**src/logic/fcl_consts.svh**
```systemverilog
// Purpose: offsets, field positions and timing counts of the fuse loader
// Assumes: included by bare name from the package and the loader
// Notes:   fuse offsets are printed byte indices, word address is 4x
`ifndef FCL_CONSTS_SVH
`define FCL_CONSTS_SVH

// ---------------------------------------------------------------
// fuse indices
// ---------------------------------------------------------------
`define FCL_IDX_WDOG        4'h0
`define FCL_IDX_BROWN       4'h1
`define FCL_IDX_OSC         4'h2
`define FCL_IDX_SYS_A       4'h5
`define FCL_IDX_SYS_B       4'h6
`define FCL_IDX_APP_END     4'h7
`define FCL_IDX_BOOT_END    4'h8
`define FCL_IDX_KEY         4'ha
`define FCL_NUM_FUSES       11
`define FCL_IDX_STATUS      4'hc
`define FCL_IDX_WRITE       4'hd

// ---------------------------------------------------------------
// field positions and codes
// ---------------------------------------------------------------
`define FCL_SLEEP_RESERVED  2'h3
`define FCL_FREQ_16         2'h1
`define FCL_FREQ_20         2'h2
`define FCL_PIN_GPIO        2'h0
`define FCL_UNLOCK_KEY      8'hc5
`define FCL_ERASED          8'hff

// ---------------------------------------------------------------
// timing
// ---------------------------------------------------------------
`define FCL_CLK_HZ          100_000_000
`define FCL_SLOW_HZ         32_768
`define FCL_PIN_HOLD_TICKS  768
`define FCL_STARTUP_UNIT_MS 1
`define FCL_CYC_PER_MS      ((`FCL_CLK_HZ / 1000) * `FCL_STARTUP_UNIT_MS)
`define FCL_SLOW_DIV        ((`FCL_CLK_HZ + `FCL_SLOW_HZ - 1) / `FCL_SLOW_HZ)

`endif

```
**src/logic/fcl_pkg.sv**
```systemverilog
// Purpose: types shared by the fuse loader
// Assumes: fcl_consts.svh holds the numbers
// Notes:   none
`include "fcl_consts.svh"

package fcl_pkg;

  typedef struct packed {
    logic [3:0] window;
    logic [3:0] period;
  } fcl_wdog_s;

  typedef struct packed {
    logic [2:0] threshold;
    logic       sample_rate;
    logic [1:0] active_mode;
    logic [1:0] sleep_mode;
  } fcl_brown_s;

  typedef struct packed {
    logic [7:0] freq_trim;
    logic [7:0] temp_trim;
    logic       calibration_lock;
    logic [1:0] freq_choice;
  } fcl_osc_s;

  typedef enum logic [2:0] {
    FCL_ST_READ,
    FCL_ST_APPLY,
    FCL_ST_DELAY,
    FCL_ST_RUN
  } fcl_state_e;

endpackage : fcl_pkg

```
**src/logic/fcl_loader.sv**
```systemverilog
// Purpose: copies fuse bytes into peripheral controls during reset
// Assumes: one 100 MHz clock, AHB-Lite slave for fuse access
// Notes:   fuse writes go to the store only; live values wait for reset
//
// The implementer's own choice: register access over AHB-Lite.
`timescale 1ns/1ps
`default_nettype none
`include "fcl_consts.svh"

// Overview of operation
// - watchdog fuse high nibble loads the watchdog window field at reset
// - watchdog fuse low nibble loads the watchdog period field at reset
// - brown-out fuse top three bits load the threshold field at reset
// - brown-out sample-rate bit copied: 0 is 1 kHz, 1 is 125 Hz
// - active/idle brown-out mode, two bits, copied at reset
// - sleep brown-out mode copied; reserved code 3 never produced
// - oscillator fuse top bit sets the calibration lock at reset
// - frequency choice 1 runs 16 MHz, 2 runs 20 MHz, others reserved
// - factory trims matching the chosen frequency load the trim fields
// - boot check scope: whole, boot, boot plus code, or none
// - shared pin function: gpio, debug port or reset input
// - gpio pin driver held off 768 slow-oscillator cycles after reset
// - retention bit 0 erases EEPROM on chip erase, 1 keeps it
// - locked device always erases EEPROM on chip erase
// - changed fuses take effect only after the next reset
// - start-up delay code doubles from 1 ms to 64 ms, 0 none
// - section limits in 256-byte blocks; both zero means all boot
// - access key 0xC5 unlocks memory, any other value locks
module fcl_loader
  import fcl_pkg::*;
#(
  parameter int unsigned CYC_PER_MS = `FCL_CYC_PER_MS,
  parameter int unsigned SLOW_DIV   = `FCL_SLOW_DIV,
  parameter logic [7:0]  TRIM16_F   = 8'h00,
  parameter logic [7:0]  TRIM16_T   = 8'h00,
  parameter logic [7:0]  TRIM20_F   = 8'h00,
  parameter logic [7:0]  TRIM20_T   = 8'h00
) (
  // clock and reset
  input  wire logic        hclk,
  input  wire logic        hresetn,
  // ahb-lite slave
  input  wire logic        hsel,
  input  wire logic [31:0] haddr,
  input  wire logic [1:0]  htrans,
  input  wire logic        hwrite,
  input  wire logic [2:0]  hsize,
  input  wire logic [31:0] hwdata,
  input  wire logic        hready,
  output logic      [31:0] hrdata,
  output logic             hreadyout,
  output logic             hresp,
  // chip erase request
  input  wire logic        chip_erase,
  output logic             eeprom_erase,
  // peripheral destinations
  output fcl_wdog_s        wdog_ctrl,
  output fcl_brown_s       brown_ctrl,
  output fcl_osc_s         osc_ctrl,
  output logic [1:0]       boot_check_scope,
  output logic [1:0]       shared_pin_function,
  output logic             pin_driver_allowed,
  output logic [7:0]       app_section_limit,
  output logic [7:0]       boot_section_limit,
  output logic             whole_flash_boot,
  output logic             memory_locked,
  output logic             cpu_release
);

  // ---------------------------------------------------------------
  // fuse store: survives reset, only the bus changes it
  // ---------------------------------------------------------------
  logic [7:0] store_q [`FCL_NUM_FUSES];
  logic [7:0] live_q  [`FCL_NUM_FUSES];

  fcl_state_e  state_q;
  logic [3:0]  rd_idx_q;
  logic [31:0] delay_q;
  logic [9:0]  slow_cnt_q;
  logic [15:0] div_q;
  logic        pin_hold_q;
  logic        wr_pend_q;
  logic [3:0]  wr_idx_q;
  logic [31:0] hrdata_q;
  logic        erase_q;

  // ---------------------------------------------------------------
  // bus decode
  // ---------------------------------------------------------------
  wire       bus_go    = hsel & hready & htrans[1];
  wire [3:0] bus_idx   = haddr[5:2];
  wire       idx_fuse  = bus_idx < 4'(`FCL_NUM_FUSES);
  wire       is_status = bus_idx == `FCL_IDX_STATUS;
  wire [7:0] rd_fuse   = idx_fuse ? store_q[bus_idx] : 8'h00;
  wire [31:0] status_w = {24'h0000_00, 5'h00, pin_hold_q, memory_locked,
                          cpu_release};
  wire [31:0] rd_word  = is_status ? status_w : {24'h0000_00, rd_fuse};

  assign hreadyout = 1'b1;
  assign hresp     = 1'b0;
  assign hrdata    = hrdata_q;

  always_ff @(posedge hclk or negedge hresetn) begin
    if (!hresetn) begin
      wr_pend_q <= 1'b0;
      wr_idx_q  <= 4'h0;
      hrdata_q  <= 32'h0000_0000;
    end else begin
      wr_pend_q <= bus_go & hwrite & idx_fuse;
      wr_idx_q  <= bus_idx;
      if (bus_go && !hwrite) begin
        hrdata_q <= rd_word;
      end
    end
  end

  // writes land in the store only, never in live copies
  always_ff @(posedge hclk) begin
    if (wr_pend_q) begin
      store_q[wr_idx_q] <= hwdata[7:0];
    end
  end

  // ---------------------------------------------------------------
  // reset-time sequence
  // ---------------------------------------------------------------
  wire [7:0] sys_b   = live_q[`FCL_IDX_SYS_B];
  wire [2:0] power_on_delay_select     = sys_b[2:0];
  // code n>0 gives 2^(n-1) ms
  wire [31:0] delay_ld = (power_on_delay_select == 3'h0) ? 32'h0000_0000 :
                         32'(CYC_PER_MS << (power_on_delay_select - 3'h1));

  always_ff @(posedge hclk or negedge hresetn) begin
    if (!hresetn) begin
      state_q  <= FCL_ST_READ;
      rd_idx_q <= 4'h0;
      delay_q  <= 32'h0000_0000;
    end else begin
      case (state_q)
        FCL_ST_READ: begin
          // each fuse copied once per reset
          live_q[rd_idx_q] <= store_q[rd_idx_q];
          rd_idx_q <= rd_idx_q + 4'h1;
          if (rd_idx_q == 4'(`FCL_NUM_FUSES - 1)) begin
            state_q <= FCL_ST_APPLY;
          end
        end
        FCL_ST_APPLY: begin
          delay_q <= delay_ld;
          state_q <= FCL_ST_DELAY;
        end
        FCL_ST_DELAY: begin
          if (delay_q == 32'h0000_0000) begin
            state_q <= FCL_ST_RUN;
          end else begin
            delay_q <= delay_q - 32'h0000_0001;
          end
        end
        FCL_ST_RUN: begin
          state_q <= FCL_ST_RUN;
        end
        default: begin
          state_q <= FCL_ST_READ;
        end
      endcase
    end
  end

  wire loaded = (state_q == FCL_ST_DELAY) | (state_q == FCL_ST_RUN);
  // processor held until fuses are applied and delay is over
  assign cpu_release = state_q == FCL_ST_RUN;

  // ---------------------------------------------------------------
  // destinations, zero until loaded except osc_ctrl (20 MHz), memory_locked and whole_flash_boot
  // ---------------------------------------------------------------
  wire [7:0] wd = loaded ? live_q[`FCL_IDX_WDOG]  : 8'h00;
  wire [7:0] bd = loaded ? live_q[`FCL_IDX_BROWN] : 8'h00;
  wire [7:0] od = loaded ? live_q[`FCL_IDX_OSC]   : 8'h00;
  wire [7:0] sa = loaded ? live_q[`FCL_IDX_SYS_A] : 8'h00;
  wire [1:0] fsel = od[1:0];

  assign wdog_ctrl.window = wd[7:4];
  assign wdog_ctrl.period = wd[3:0];
  assign brown_ctrl.threshold   = bd[7:5];
  assign brown_ctrl.sample_rate = bd[4];
  assign brown_ctrl.active_mode = bd[3:2];
  // reserved sleep code falls back to disabled
  assign brown_ctrl.sleep_mode  =
    (bd[1:0] == `FCL_SLEEP_RESERVED) ? 2'h0 : bd[1:0];
  assign osc_ctrl.calibration_lock = od[7];
  // reserved frequency codes run at 20 MHz
  assign osc_ctrl.freq_choice =
    (fsel == `FCL_FREQ_16) ? `FCL_FREQ_16 : `FCL_FREQ_20;
  assign osc_ctrl.freq_trim =
    (fsel == `FCL_FREQ_16) ? TRIM16_F : TRIM20_F;
  assign osc_ctrl.temp_trim =
    (fsel == `FCL_FREQ_16) ? TRIM16_T : TRIM20_T;
  assign boot_check_scope    = sa[7:6];
  // reserved pin code treated as reset input, the safe choice
  assign shared_pin_function = (sa[3:2] == 2'h3) ? 2'h2 : sa[3:2];

  assign app_section_limit  = loaded ? live_q[`FCL_IDX_APP_END]  : 8'h00;
  assign boot_section_limit = loaded ? live_q[`FCL_IDX_BOOT_END] : 8'h00;
  // limits are 256-byte blocks; zero pair makes all flash boot
  assign whole_flash_boot = (app_section_limit == 8'h00) &
                            (boot_section_limit == 8'h00);
  // locked until the valid key has been loaded
  assign memory_locked = ~loaded |
                         (live_q[`FCL_IDX_KEY] != `FCL_UNLOCK_KEY);

  // ---------------------------------------------------------------
  // gpio driver hold on slow-oscillator ticks
  // ---------------------------------------------------------------
  wire slow_tick = div_q == 16'(SLOW_DIV - 1);

  always_ff @(posedge hclk or negedge hresetn) begin
    if (!hresetn) begin
      div_q      <= 16'h0000;
      slow_cnt_q <= 10'h000;
      pin_hold_q <= 1'b1;
    end else begin
      div_q <= slow_tick ? 16'h0000 : div_q + 16'h0001;
      if (slow_tick && pin_hold_q) begin
        slow_cnt_q <= slow_cnt_q + 10'h001;
        // driver off for 768 ticks after every reset
        if (slow_cnt_q == 10'(`FCL_PIN_HOLD_TICKS - 1)) begin
          pin_hold_q <= 1'b0;
        end
      end
    end
  end

  assign pin_driver_allowed = loaded & ~pin_hold_q &
                              (shared_pin_function == `FCL_PIN_GPIO);

  // ---------------------------------------------------------------
  // chip erase decision
  // ---------------------------------------------------------------
  always_ff @(posedge hclk or negedge hresetn) begin
    if (!hresetn) begin
      erase_q <= 1'b0;
    end else begin
      // locked wins over retention else bit 0
      erase_q <= chip_erase & (memory_locked | ~sa[0]);
    end
  end
  assign eeprom_erase = erase_q;
endmodule : fcl_loader
`default_nettype wire

```
**config.mk**
```make
export PLATFORM = sky130hd
export DESIGN_NAME = fcl_loader
export DESIGN_NICKNAME = d
export VERILOG_FILES = /design/src/logic/fcl_pkg.sv /design/src/logic/fcl_loader.sv
export VERILOG_INCLUDE_DIRS = /design/src /design/src/logic
export SDC_FILE = /design/constraint.sdc
export NUM_CORES = 1
export LEC_CHECK = 0
export ABC_AREA = 1
export BUFFER_PORTS_ARGS = -buffer_cell sky130_fd_sc_hd__clkbuf_2
export CAP_MARGIN = 20
export CORE_ASPECT_RATIO = 0.5
export CORE_MARGIN = 5
export CORE_UTILIZATION = 35
export DETAILED_ROUTE_END_ITERATION = 7
export GPL_ROUTABILITY_DRIVEN = 0
export MAX_ROUTING_LAYER = met4
export PLACE_DENSITY_LB_ADDON = 0.05
export SLEW_MARGIN = 5
export SYNTH_ARGS = -nofsm -noshare
export SYNTH_HDL_FRONTEND = slang
export SYNTH_SLANG_ARGS = --single-unit
```
**constraint.sdc**
```tcl
create_clock -name hclk -period 2.2 [get_ports hclk]
set_input_delay 0.22 -clock hclk [delete_from_list [all_inputs] [get_ports hclk]]
set_output_delay 0.22 -clock hclk [all_outputs]
set_load 0.03 [all_outputs]
```
Yosys cells after proc, flatten, opt, wreduce, memory -nomap -nowiden
Memory sizes are Yosys's and may differ from the RTL's.
Cells that the tools add are included.

storage, ports and cells
  ROM bits = 0
  flip-flop bits (word level) = 104
  latch bits = 0
  memories = 2
  input bits = 75
  memory bits (writable) = 176
  output and inout port bits = 94

memories
  memory   words  bits a word  read ports  clocked after Yosys merged registers in  wr ports  RTL line          source
  live_q   11     8            8           0                                        1         fcl_loader.sv:74  logic [7:0] live_q [`FCL_NUM_FUSES];
  store_q  11     8            2           0                                        1         fcl_loader.sv:73  logic [7:0] store_q [`FCL_NUM_FUSES];

cells by class
  add/sub/neg operators = 5
  div/mod/pow operators = 0
  reduce and logical (&&, ||, !) cells = 14
  shifts and indexed selects = 1
  multiply operators = 0
  equal/unequal tests = 14
  order comparisons = 1
  mux-type cells = 22
  bitwise operators = 14

operators with widths
  cell                                                                   count
  32-bit two-way mux                                                     2
  8-bit two-way mux                                                      8
  32-bit case mux with 2 select lines                                    1
  32-bit zero test                                                       1
  17-bit by 3-bit << shifter with 32-bit output (first input constant)   1
  32-bit by 1-bit subtractor with 32-bit output (second input constant)  1
  16-bit by 1-bit adder with 16-bit output (second input constant)       1
  16-bit by 12-bit == test with 1-bit output (second input constant)     1
  8-bit zero test                                                        2
  16-bit two-way mux                                                     1
  3-bit case mux with 4 select lines                                     1
  10-bit by 1-bit adder with 10-bit output (second input constant)       1
  10-bit == test (second input constant)                                 1
  1-bit AND                                                              8
  4-bit == test (second input constant)                                  2
  8-bit inequality test (second input constant)                          1
  3-bit by 2-bit == test with 1-bit output (second input constant)       2
  3-bit zero test                                                        2
  2-bit two-way mux                                                      3
  3-bit two-way mux                                                      2
  2-bit inequality test (second input constant)                          3
  2-bit AND reduction                                                    3
  4-bit by 1-bit adder with 4-bit output (second input constant)         1
  2-bit == test (second input constant)                                  2
  other kinds (11)                                                       20

Longest topological paths before layout
Gate-level depths: netlist (run 1).

  depth in word-level cells = 7
  gate-level depth with buffers = 12

Least setup slack after synthesis (run 1)
OpenSTA, ideal clock, no wires.

  path kind = register to register
  start point = reg rd_idx_q[1]
  end point = mem live_q[1][0] (enable)
  setup time = 383 ps
  data required time = 1817 ps
  buffers on the path = 2
  setup slack = -34 ps
  cell stages (with the launch flop) = 7
  arrival = 1851 ps
  cell sequence = dfrtp_1 -> clkbuf_1 -> inv_2 -> clkbuf_1 -> ha_1 -> inv_1 -> nor3_1

RTL lines
  what                      RTL line           source
  start: declaration        fcl_loader.sv:77   logic [3:0] rd_idx_q;
  start signal: assignment  fcl_loader.sv:143  rd_idx_q <= rd_idx_q + 4'h1;
  end: declaration          fcl_loader.sv:74

No word-level cell before the write port.

Final worst setup path (run 1)
  start point = reg state_q[1]
  end point = out whole_flash_boot

on the way
  longest elaborated chain between the ends = 5
  elaborated cells between the ends (all ways) = 8
  those cells by class = 2 x eq/ne; 2 x mux; 2 x bitwise; 2 x reduce/logical

ends and longest elaborated chain
  what                                      RTL line                              source
  start: declaration                        fcl_loader.sv:76                      fcl_state_e state_q;
  start signal: assignment                  fcl_loader.sv:135                     state_q <= FCL_ST_READ;
  start signal: assignment                  fcl_loader.sv:145                     state_q <= FCL_ST_APPLY;
  start signal: assignment                  fcl_loader.sv:150                     state_q <= FCL_ST_DELAY;
  3-bit by 2-bit == test with 1-bit output  fcl_loader.sv:169                     wire loaded = (state_q == FCL_ST_DELAY) | (state_q == FCL_ST_RUN);
  1-bit bitwise OR (*)                      fcl_loader.sv:169
  8-bit two-way mux (on tied branches)      fcl_loader.sv:202, fcl_loader.sv:203
  8-bit zero test (on tied branches)        fcl_loader.sv:205, fcl_loader.sv:206
  1-bit AND (*)                             fcl_loader.sv:205                     assign whole_flash_boot = (app_section_limit == 8'h00) &
  end: declaration                          fcl_loader.sv:65                      output logic whole_flash_boot,

Mark *: on every way between the ends. The rest lies on a longest branch, timed or not.

==> results of run 1 <==
synthesized netlist by cell type, types with 3 or more instances:
master      n  area share
nand2_1   315        0.10
inv_1     147       0.049
edfxtp_1  139        0.37
nor2_1    121       0.040
o21ai_0   117       0.052
nand3_1    80       0.035
dfrtp_1    78        0.17
a21oi_1    56       0.025
buf_4      43       0.029
o211ai_1   29       0.019
clkbuf_1   25      0.0083
nor3_1     21      0.0093
ha_1       16       0.018
nand4_1    16      0.0089
xor2_1     15       0.012
nor2_2      9      0.0050
buf_2       8      0.0035
buf_1       6      0.0020
nor4_1      6      0.0033
xnor2_1     6      0.0047
inv_2       4      0.0013
a22oi_1     3      0.0020
clkinv_1    3      0.0010
nand2_2     3      0.0017
nor2_4      3      0.0030
nor3b_1     3      0.0020
o22ai_1     3      0.0017
or2_2       3      0.0017
repair_timing:
item / 4_1_cts / 5_1_grt
hold buffers: 9 / 0
hold endpoints to repair: 84 / 0
resized for setup: 5 / 2
setup endpoints to repair: 3 / 2
setup buffers: 2 / 0
pin swaps: 1 / 0
gates cloned: 0 / 0
path summary, 6_finish.rpt:
| kind | startpoint | endpoint | slack (ns) |
|---|---|---|---|
| worst max-delay path | state_q[1]$_DFFE_PN0P_ | whole_flash_boot | 0.07 |
| worst min register to register | div_q[0]$_DFF_PN0_ | div_q[0]$_DFF_PN0_ | 0.47 |
| worst min-delay path | hwdata[6] | store_q[8][6]$_DFFE_PP_ | 0.04 |
| max in group asynchronous | hresetn | pin_hold_q$_DFFE_PN1P_ | 1.40 |
| min in group asynchronous | hresetn | rd_idx_q[2]$_DFFE_PN0P_ | 0.06 |
| worst max register to register | live_q[6][0]$_DFFE_PP_ | delay_q[16]$_DFFE_PN0P_ | 0.13 |
worst max-delay path, stage by stage (launching register included):
cell	delay [ns]
dfrtp_2	0.45
buf_12	0.18
nand2_1	0.10
nand4_1	0.11
nor4_1	0.30
buf_4	0.21
power by group:
group | switching [mW] | internal, mW | total (mW) | leakage (nW)
clock network | 1.73 | 2.41 | 4.14 | 0.401
logic | 0.356 | 0.107 | 0.463 | 3.20
registers | 0.0271 | 4.39 | 4.41 | 2.24
total | 2.11 | 6.91 | 9.02 | 5.84
registers in the layout (all words and copies together) (netlist names):
| name | flops |
|---|---|
| store_q | 88 |
| live_q | 51 |
| delay_q | 32 |
| div_q | 16 |
| slow_cnt_q | 10 |
| hrdata | 8 |
| rd_idx_q | 4 |
| wr_idx_q | 4 |
| state_q | 2 |
| eeprom_erase | 1 |
| pin_hold_q | 1 |
| wr_pend_q | 1 |
metal layers:
layer | GRT usage | part of all wire | up-vias
li1 | - | - | 4446
met1 | 0.209 | 0.46 | 4223
met2 | 0.290 | 0.49 | 158
met3 | 0.0262 | 0.035 | 45
met4 | 0.0316 | 0.017 | 0
met5 | - | 0 | -
kinds of logic (layout without fill, tap and decap cells):
group	count (synthesis)	count (layout)	synth area share
compound gates	217	217	0.107
flops	218	218	0.545
fa+ha+maj	16	16	0.0177
simple gates	584	584	0.218
buf+inv	238	332	0.0956
xor+xnor	21	21	0.0163
other cells	2	42	0.000665
cell type report:
class	count	area, µm²	area share
sequential	218	6150	0.466
multi-input combinational	880	4220	0.319
clock buffer	36	727	0.0550
inverter	154	578	0.0437
clock inverter	8	81.3	0.00615
timing repair buffer	134	921	0.0697
tap	432	541	0.0409
per-stage QoR:
step	setup slack (ns)	power [mW]	cells
finish	0.0750	9.02	1862
global route	-0.0470	9.36	1862
CTS	0.00838	9.14	1862
detailed placement	0.0868	4.95	1807
global placement	0.124	4.94	1807
floorplan	0.0727	4.82	1336
==> metrics.md, run 1 <==
| Metric | Value |
|---|---|
| Status | completed |
| DRT Wirelength | 30,100 µm |
| Max Fclk | 471 MHz |
| GRT overflow | 0 |
| Filler Cell Count | 3,153 |
| Clock tree sinks | approximately 220 |
| Dpl hpwl | 21,700 µm |
| Seq/Total Area, Yosys | 0.545 |
| Die area | 0.0362 mm² |
| Die Height | between 100 and 150 µm |
| Max-cap violations | 0 |
| Synth Register Bits | 218 |
| Measured slew at the worst slew-check pin | roughly 0.63 ns |
| Syn Inst Count | about 1,300 |
| Num ports | 169 |
| Fin util | 0.416 |
| Peak VDD IR | just under 0.0005 V |
| # rows | between 40 and 50 |
| Via-to-Cell Ratio | approximately 4.8 |
| Min Tclk post-route | 2.13 ns |
| Leakage | between 5 and 6 nW |
| Die X | 264 µm |
| Worst Reg-to-Reg Cells | 9 |
| Ys async rst share | 0.362 |
| Residual DRC | 0 |
| Ratio of final minimum period to clock period | 0.966 |
| Largest net degree at the start of global routing | 77 |
| Final ANT Viol Nets | 0 |
| CP Max Fanout | 37 |
| CTS root buf | clkbuf_16 |
| Slew Limit Headroom | 0.574 |
| Nets@finish | about 1,500 |
| Leading cell types in the layout, fill and taps excluded | 315 x nand2_1, 147 x inv_1, 139 x edfxtp_1, 121 x nor2_1, 117 x o21ai_0 |
| CTS clock-pin slew for the worst setup and hold paths | 0.06 ns |
| CTS buffer count | 24 |
| Hold slack | about 0.036 ns |
| CORE AREA | between 0.03 and 0.04 mm² |
| Most common cell after layout, fill and taps aside | nand2_1 |
| Final Hold Vio Count | 0 |
| First-pass GRT wire length | 46,500 µm |
| Worst Setup Start Kind | register |
| Share of cells above drive strength 1 | 0.134 |
| Placement Cell Area | 0.0123 mm² |
| Clk_lat worst skew | 0.54 ns |
| Synth Flop Type | edfxtp_1 |
| Setup_tns | 0 ns |
| Yosys cell types | 40 |
| Power density over the cells | 682 mW/mm² |
| CP Class | reg2out |
| Detailed Route Iter0 Violations | roughly 620 |
| Unrepaired setup endpoints after global routing | true |
| Drt first pass iters | 5 |
| CP endpoint kind | output port |
| Min-delay worst type | in2reg |
| Ant. Diodes | 0 |
| Post-synth EDFFs | 139 |
| Min-Delay Path Depth | 1 |
| Layout Cell Area excl Fill | roughly 0.013 mm² |
| Worst EP arrival | 1.91 ns |
| Syn. warnings | 0 |
| GRT Util Overall | 0.166 |
| Antenna violations before repair | 0 |
| DR vias | roughly 9,000 |
| Layout Skew | 0.0201 ns |
| Starting Density | 0.355 |
| Drt wl/cell | 16.2 µm |
| Max clock buf depth | 3 |
| CTS tree | yes |
| Area grow syn2layout | 17.1% |
| Slew Viols, Final | 0 |
| CP Data Required Time | 1.98 ns |
| Final setup fails | 0 |
| Mapped Area | 0.0113 mm² |
| Vias in the first global route | 8,515 |
| Avg Cell Area, Syn | 8.71 µm² |
| H-tree depth | 1 |
| Port Buf Inserts | 70 |
(Power assumes the default switching activity.)
==> run 2: changes to the inputs <==
==> constraint.sdc (replaced) <==
create_clock -name hclk -period 1.8 [get_ports hclk]
set_input_delay 0.18 -clock hclk [delete_from_list [all_inputs] [get_ports hclk]]
set_output_delay 0.18 -clock hclk [all_outputs]
set_load 0.03 [all_outputs]
==> metrics.md, run 2 (synthesized netlist as in run 1, its figures left out) <==
| Metric | Value |
|---|---|
| Max FFs per register | 88 (unchanged) |
| Die area | 0.0362 mm² (unchanged) |
| Failing checks | setup timing |
| H-tree depth | 1 (unchanged) |
| WP depth | 5 (unchanged) |
| Final setup fails | 19 (+19) |
| Max-cap violations | 0 (unchanged) |
| Total power | 10.8 mW (+20%) |
| Buf+Inv Stages, Crit Path | 2 (unchanged) |
| CP Class | reg2out |
| Most common cell after layout, fill and taps aside | nand2_1 |
| # rows | 46 (unchanged) |
| CP Max Fanout | 16 (-57%) |
| Vias in the first global route | 8,969 (+5.3%) |
| Min-delay worst type | in2async |
| CTS buffer count | 23 (-4.2%) |
| Placement Cell Area | 0.0128 mm² (+4.5%) |
| CTS root buf | clkbuf_16 |
| Via-to-Cell Ratio | 4.78 (+0.25%) |
| Worst Reg-to-Reg Cells | 10 (+1) |
| Detailed Route Iter0 Violations | 668 (+8.3%) |
| CTS tree | yes |
| Critical path's top delay family | simple AND/OR/NAND/NOR gates |
| DR vias | 9,200 (+3.7%) |
| Final ANT Viol Nets | 0 (unchanged) |
| First-pass GRT wire length | 49,000 µm (+5.3%) |
| Starting Density | 0.355 (unchanged) |
| Residual DRC | 0 (unchanged) |
| Top flop regs | store_q x88, live_q x51, delay_q x32 |
| Status | finished, violations left |
| GRT overflow | 0 (unchanged) |
| Final Hold Vio Count | 0 (unchanged) |
| Ratio of final minimum period to clock period | 1.11 |
| Min Tclk post-route | 2.00 ns |
| CP Cell Sequence | buf_12, nand2_1, nand4_1, nor4_2, buf_4 |
| Max clock buf depth | 3 (unchanged) |
| Slew Viols, Final | 0 (unchanged) |
| Antenna violations before repair | 0 (unchanged) |
| Leakage | 6.28 nW (+7.5%) |
| Worst setup margin | -0.199 ns (-0.274 ns) |
| Port Buf Inserts | 70 (unchanged) |
| CP Data Required Time | 1.62 ns (-0.36 ns) |
| Hold slack | 0.0373 ns (+0.00146 ns) |
| Num ports | 169 (unchanged) |
| Max incr delay on CP | 0.44 ns (about the same) |
| Share of cells above drive strength 1 | 0.209 (+0.0746) |
| Layout Cell Area excl Fill | 0.0143 mm² (+8.3%) |
| Dpl cells | 1,858 (+2.8%) |
| CTS clock-pin slew for the worst setup and hold paths | 0.07 ns (about the same) |
| Fin cells | 1,926 (+3.4%) |
| Slowest CP cell | dfrtp_2 |
| Area grow syn2layout | 26.7% |
| GRT Util Overall | 0.174 (+0.00847) |
| Dpl hpwl | 22,400 µm (+3.2%) |
| Worst EP arrival | 1.82 ns (-0.09 ns) |
| Die X | 264 µm (unchanged) |
| CP Launch Point | state_q[1]$_DFFE_PN0P_ |
| Power density over the cells | 758 mW/mm² (+11%) |
| Clock tree sinks | 218 (unchanged) |
| CP endpoint kind | output port |
| Die Height | 137 µm (unchanged) |
| RR Startpoint | delay_q[1]$_DFFE_PN0P_ |
| Peak VDD IR | 0.000414 V (-14%) |
| Max Fclk | 500 MHz |
| CORE AREA | 0.0318 mm² (unchanged) |
| Nets@finish | 1,568 (+4.3%) |
| Leading cell types in the layout, fill and taps excluded | 293 x nand2_1, 139 x edfxtp_1, 132 x inv_1, 111 x o21ai_0, 110 x nor2_1 |
| Drt first pass iters | 6 (+1) |
| DRT Wirelength | 31,500 µm (+4.8%) |
| Layout Skew | 0.0197 ns (-0.000396 ns) |
| Clk_lat worst skew | 0.54 ns (about the same) |
| Ant. Diodes | 0 (unchanged) |
| Unrepaired setup endpoints after global routing | true |
| Largest net degree at the start of global routing | 73 (-5.2%) |
| Worst Setup Start Kind | register |
| Biggest register | store_q |
| Drt wl/cell | 16.4 µm (+1.3%) |
run 2: cell count changes in the layout (fill, tap and decap cells not counted), sizes merged:
cell	delta
buf	+74
clkbuf	-14
clkinv	-3
clkinvlp	+2
dlygate4sd3	+6
inv	-1
run 2: per-stage QoR:
step	TNS, ns	utilization	setup slack (ns)
after floorplan	0	-	0.00892
after global placement	0	0.404	0.0438
after detailed placement	-0.0177	0.404	-0.0117
after CTS	-2.46	0.444	-0.268
after global routing	-3.71	0.450	-0.287
final	-2.15	0.450	-0.199
run 2: path summary, 6_finish.rpt:
path	endpoint	slack, ns
min in group hclk	store_q[4][3]$_DFFE_PP_	0.04
min reg2reg	div_q[0]$_DFF_PN0_	0.46
max in group asynchronous	pin_hold_q$_DFFE_PN1P_	1.06
min	hrdata[4]$_DFFE_PN0P_	0.04
max reg2reg	delay_q[13]$_DFFE_PN0P_	0.05
max	whole_flash_boot	-0.20
run 2: repair_timing:
action	4_1_cts	5_1_grt
gates cloned	2	1
endpoints found under the setup margin	19	90
pin swaps	4	9
setup buffers	4	5
endpoints found under the hold margin	162	0
resized for setup	72	64
hold buffers	15	0
run 2: metal layers:
layer	GRT usage	part of all wire	up-vias
li1	-	-	4574
met1	0.226	0.45	4393
met2	0.294	0.49	190
met3	0.0280	0.045	43
met4	0.0379	0.020	0
met5	-	0	-
run 2: layout make-up:
| type | count | area, µm² |
|---|---|---|
| fillers | 3092 | 17500 |
| flip-flops and latches | 218 | 6150 |
| multi-input cells | 880 | 4470 |
| repair buffers | 200 | 1790 |
| clock buffers | 36 | 694 |
| inverters | 154 | 591 |
| well taps | 432 | 541 |
| clock inverters | 6 | 70.1 |
run 2: where the power goes:
part	total, mW	internal, mW	switching (mW)
sequential	5.39	5.36	0.0317
clock	4.86	2.81	2.06
combinational	0.590	0.150	0.440
total	10.8	8.32	2.53
==> run 3: changes to the inputs <==
--- a/config.mk
+++ b/config.mk
@@ -16,6 +16,7 @@
 export GPL_ROUTABILITY_DRIVEN = 0
 export MAX_ROUTING_LAYER = met4
 export PLACE_DENSITY_LB_ADDON = 0.05
+export SETUP_SLACK_MARGIN = 0.2
 export SLEW_MARGIN = 5
 export SYNTH_ARGS = -nofsm -noshare
 export SYNTH_HDL_FRONTEND = slang
==> metrics.md, run 3 (synthesized netlist as in run 1, its figures left out) <==
| Metric | Value |
|---|---|
| Status | finished, violations left |
| Failing checks | setup timing |
| Area grow syn2layout | 41.9% |
| GRT Util Overall | 0.173 (-0.00105) |
| Nets@finish | 1,612 (+2.8%) |
| Max Fclk | 478 MHz (-4.5%) |
| Clk_lat worst skew | 0.54 ns (about the same) |
| Starting Density | 0.355 (unchanged) |
| Layout Skew | 0.0165 ns (-0.00325 ns) |
| Share of cells above drive strength 1 | 0.338 (+0.129) |
| Vias in the first global route | 8,944 (-0.28%) |
| Ant. Diodes | 0 (unchanged) |
| CP Data Required Time | 1.62 ns (about the same) |
| Measured slew at the worst slew-check pin | 0.561 ns |
| Max FFs per register | 88 (unchanged) |
| CP Max Fanout | 25 (+9) |
| Max clock buf depth | 3 (unchanged) |
| Port Buf Inserts | 70 (unchanged) |
| Worst setup margin | -0.294 ns (-0.0951 ns) |
| Worst EP arrival | 1.91 ns (+0.09 ns) |
| Most common cell after layout, fill and taps aside | nand2_1 |
| Via-to-Cell Ratio | 4.83 (+1.1%) |
| Setup_tns | -1.69 ns (+0.461 ns) |
| Total power | 11.1 mW (+2.8%) |
| H-tree depth | 1 (unchanged) |
| Min Tclk post-route | 2.09 ns (+0.0951 ns) |
| CTS clock-pin slew for the worst setup and hold paths | 0.07 ns (about the same) |
| Drt first pass iters | 5 (-1) |
| Dpl hpwl | 22,000 µm (-1.7%) |
| Ratio of final minimum period to clock period | 1.16 (+0.0528) |
| Biggest register | store_q |
| Clock power frac | 0.464 (+0.016) |
| CP Class | reg2out |
| Leakage | 6.99 nW (+11%) |
| CORE AREA | 0.0318 mm² (unchanged) |
| CP endpoint kind | output port |
| CTS root buf | clkbuf_16 |
| # rows | 46 (unchanged) |
| Num ports | 169 (unchanged) |
| Seq pwr share | 0.484 (-0.013) |
| Drt wl/cell | 16.9 µm (+3.6%) |
| CTS tree | yes |
| Residual DRC | 0 (unchanged) |
| Antenna violations before repair | 0 (unchanged) |
| Setup WS pre-CTS | 0.0309 ns (+0.0426 ns) |
| Worst Setup Start Kind | register |
| Peak VDD IR | 0.000635 V (+53%) |
| Detailed Route Iter0 Violations | 541 (-19%) |
| CTS buffer count | 23 (unchanged) |
| Final Hold Vio Count | 0 (unchanged) |
| Min-delay worst type | in2reg |
| Internal power | 8.57 mW (+3.1%) |
| Slew Limit Headroom | 0.624 |
| Die area | 0.0362 mm² (unchanged) |
| GRT overflow | 0 (unchanged) |
| First-pass GRT wire length | 48,800 µm (-0.49%) |
| Top flop regs | store_q x88, live_q x51, delay_q x32 |
| NetSw | 2.58 mW (+1.9%) |
| Filler Cell Count | 2,900 (-6.2%) |
| Unrepaired setup endpoints after global routing | true |
| Largest net degree at the start of global routing | 75 (+2.7%) |
| Die Height | 137 µm (unchanged) |
| Max-cap violations | 0 (unchanged) |
| Clock tree sinks | 218 (unchanged) |
| DRT Wirelength | 33,400 µm (+5.9%) |
| Leading cell types in the layout, fill and taps excluded | 252 x nand2_1, 139 x edfxtp_1, 126 x inv_1, 100 x buf_4, 79 x nor2_1 |
| Slew Viols, Final | 0 (unchanged) |
| Power density over the cells | 696 mW/mm² (-8.2%) |
| Die X | 264 µm (unchanged) |
| Final setup fails | 25 (+6) |
| Final ANT Viol Nets | 0 (unchanged) |
| Switching share of total power | 0.231 (-0.00204) |
| DR vias | 9,510 (+3.4%) |
| Combinational power share | 0.052 (-0.002) |
==> run 3: final timing paths <==
check	cells after the start	endpoint	from	slack, ns
max reg2reg	8	live_q[1][6]$_DFFE_PP_	state_q[1]$_DFFE_PN0P_	-0.06
min	1	store_q[10][3]$_DFFE_PP_	hwdata[3]	0.02
min reg2reg	2	hrdata[7]$_DFFE_PN0P_	hrdata[7]$_DFFE_PN0P_	0.50
min in group asynchronous	2	rd_idx_q[2]$_DFFE_PN0P_	hresetn	0.14
max in group asynchronous	3	delay_q[14]$_DFFE_PN0P_	hresetn	0.97
max	5	whole_flash_boot	state_q[1]$_DFFE_PN0P_	-0.29
==> run 3: timing repair <==
| action | CTS | global route |
|---|---|---|
| setup buffers | 18 | 46 |
| hold buffers | 12 | 0 |
| pin swaps | 15 | 91 |
| endpoints found under the setup margin | 181 | 187 |
| gates resized for setup | 155 | 314 |
| endpoints found under the hold margin | 138 | 0 |
| gates cloned | 0 | 11 |
==> run 3: worst max-delay path, stage by stage, from the launching register on <==
cell and delay, ns:
dfrtp_2 0.43, buf_12 0.16, nand2_2 0.07, nand4_1 0.17, nor4_4 0.32, clkbuf_8 0.20
==> run 3: through the flow <==
step / utilization / std cells / hold WS [ns] / area (µm²)
2_1_floorplan: - / 1336 / -0.116 / 11600
3_3_place_gp: 0.402 / 1841 / 0.0238 / 12800
3_5_place_dp: 0.402 / 1841 / 0.0227 / 12800
4_1_cts: 0.454 / 1913 / 0.00157 / 14400
5_1_grt: 0.504 / 1970 / 0.0110 / 16000
6_report: 0.504 / 1970 / 0.0230 / 16000
==> run 3: area by class of cell <==
class / instances / area, µm² / area share
Clock inverter: 13 / 176 / 0.0110
Timing Repair Buffer: 244 / 2600 / 0.162
Clock buffer: 29 / 629 / 0.0393
Inverter: 154 / 617 / 0.0385
Tap cell: 432 / 541 / 0.0337
Multi-Input combinational cell: 880 / 5290 / 0.330
Sequential cell: 218 / 6170 / 0.385
==> run 3: power groups by stage <==
| stage | logic (mW) | registers [mW] | clock network (mW) |
|---|---|---|---|
| 4_1_cts | 0.583 | 5.39 | 5.31 |
| 5_1_grt | 0.630 | 5.39 | 5.57 |
| 2_1_floorplan | 0.337 | 5.56 | 0 |
| 3_3_place_gp | 0.553 | 5.50 | 0 |
| 6_report | 0.580 | 5.39 | 5.18 |
| 3_5_place_dp | 0.559 | 5.50 | 0 |
==> run 3: routing by layer <==
layer	global-route usage	wire length [µm]	up-vias
met5	-	0	-
met4	0.0322	562	0
met3	0.0264	1360	52
met2	0.305	16900	194
met1	0.218	14600	4580
li1	-	-	4684
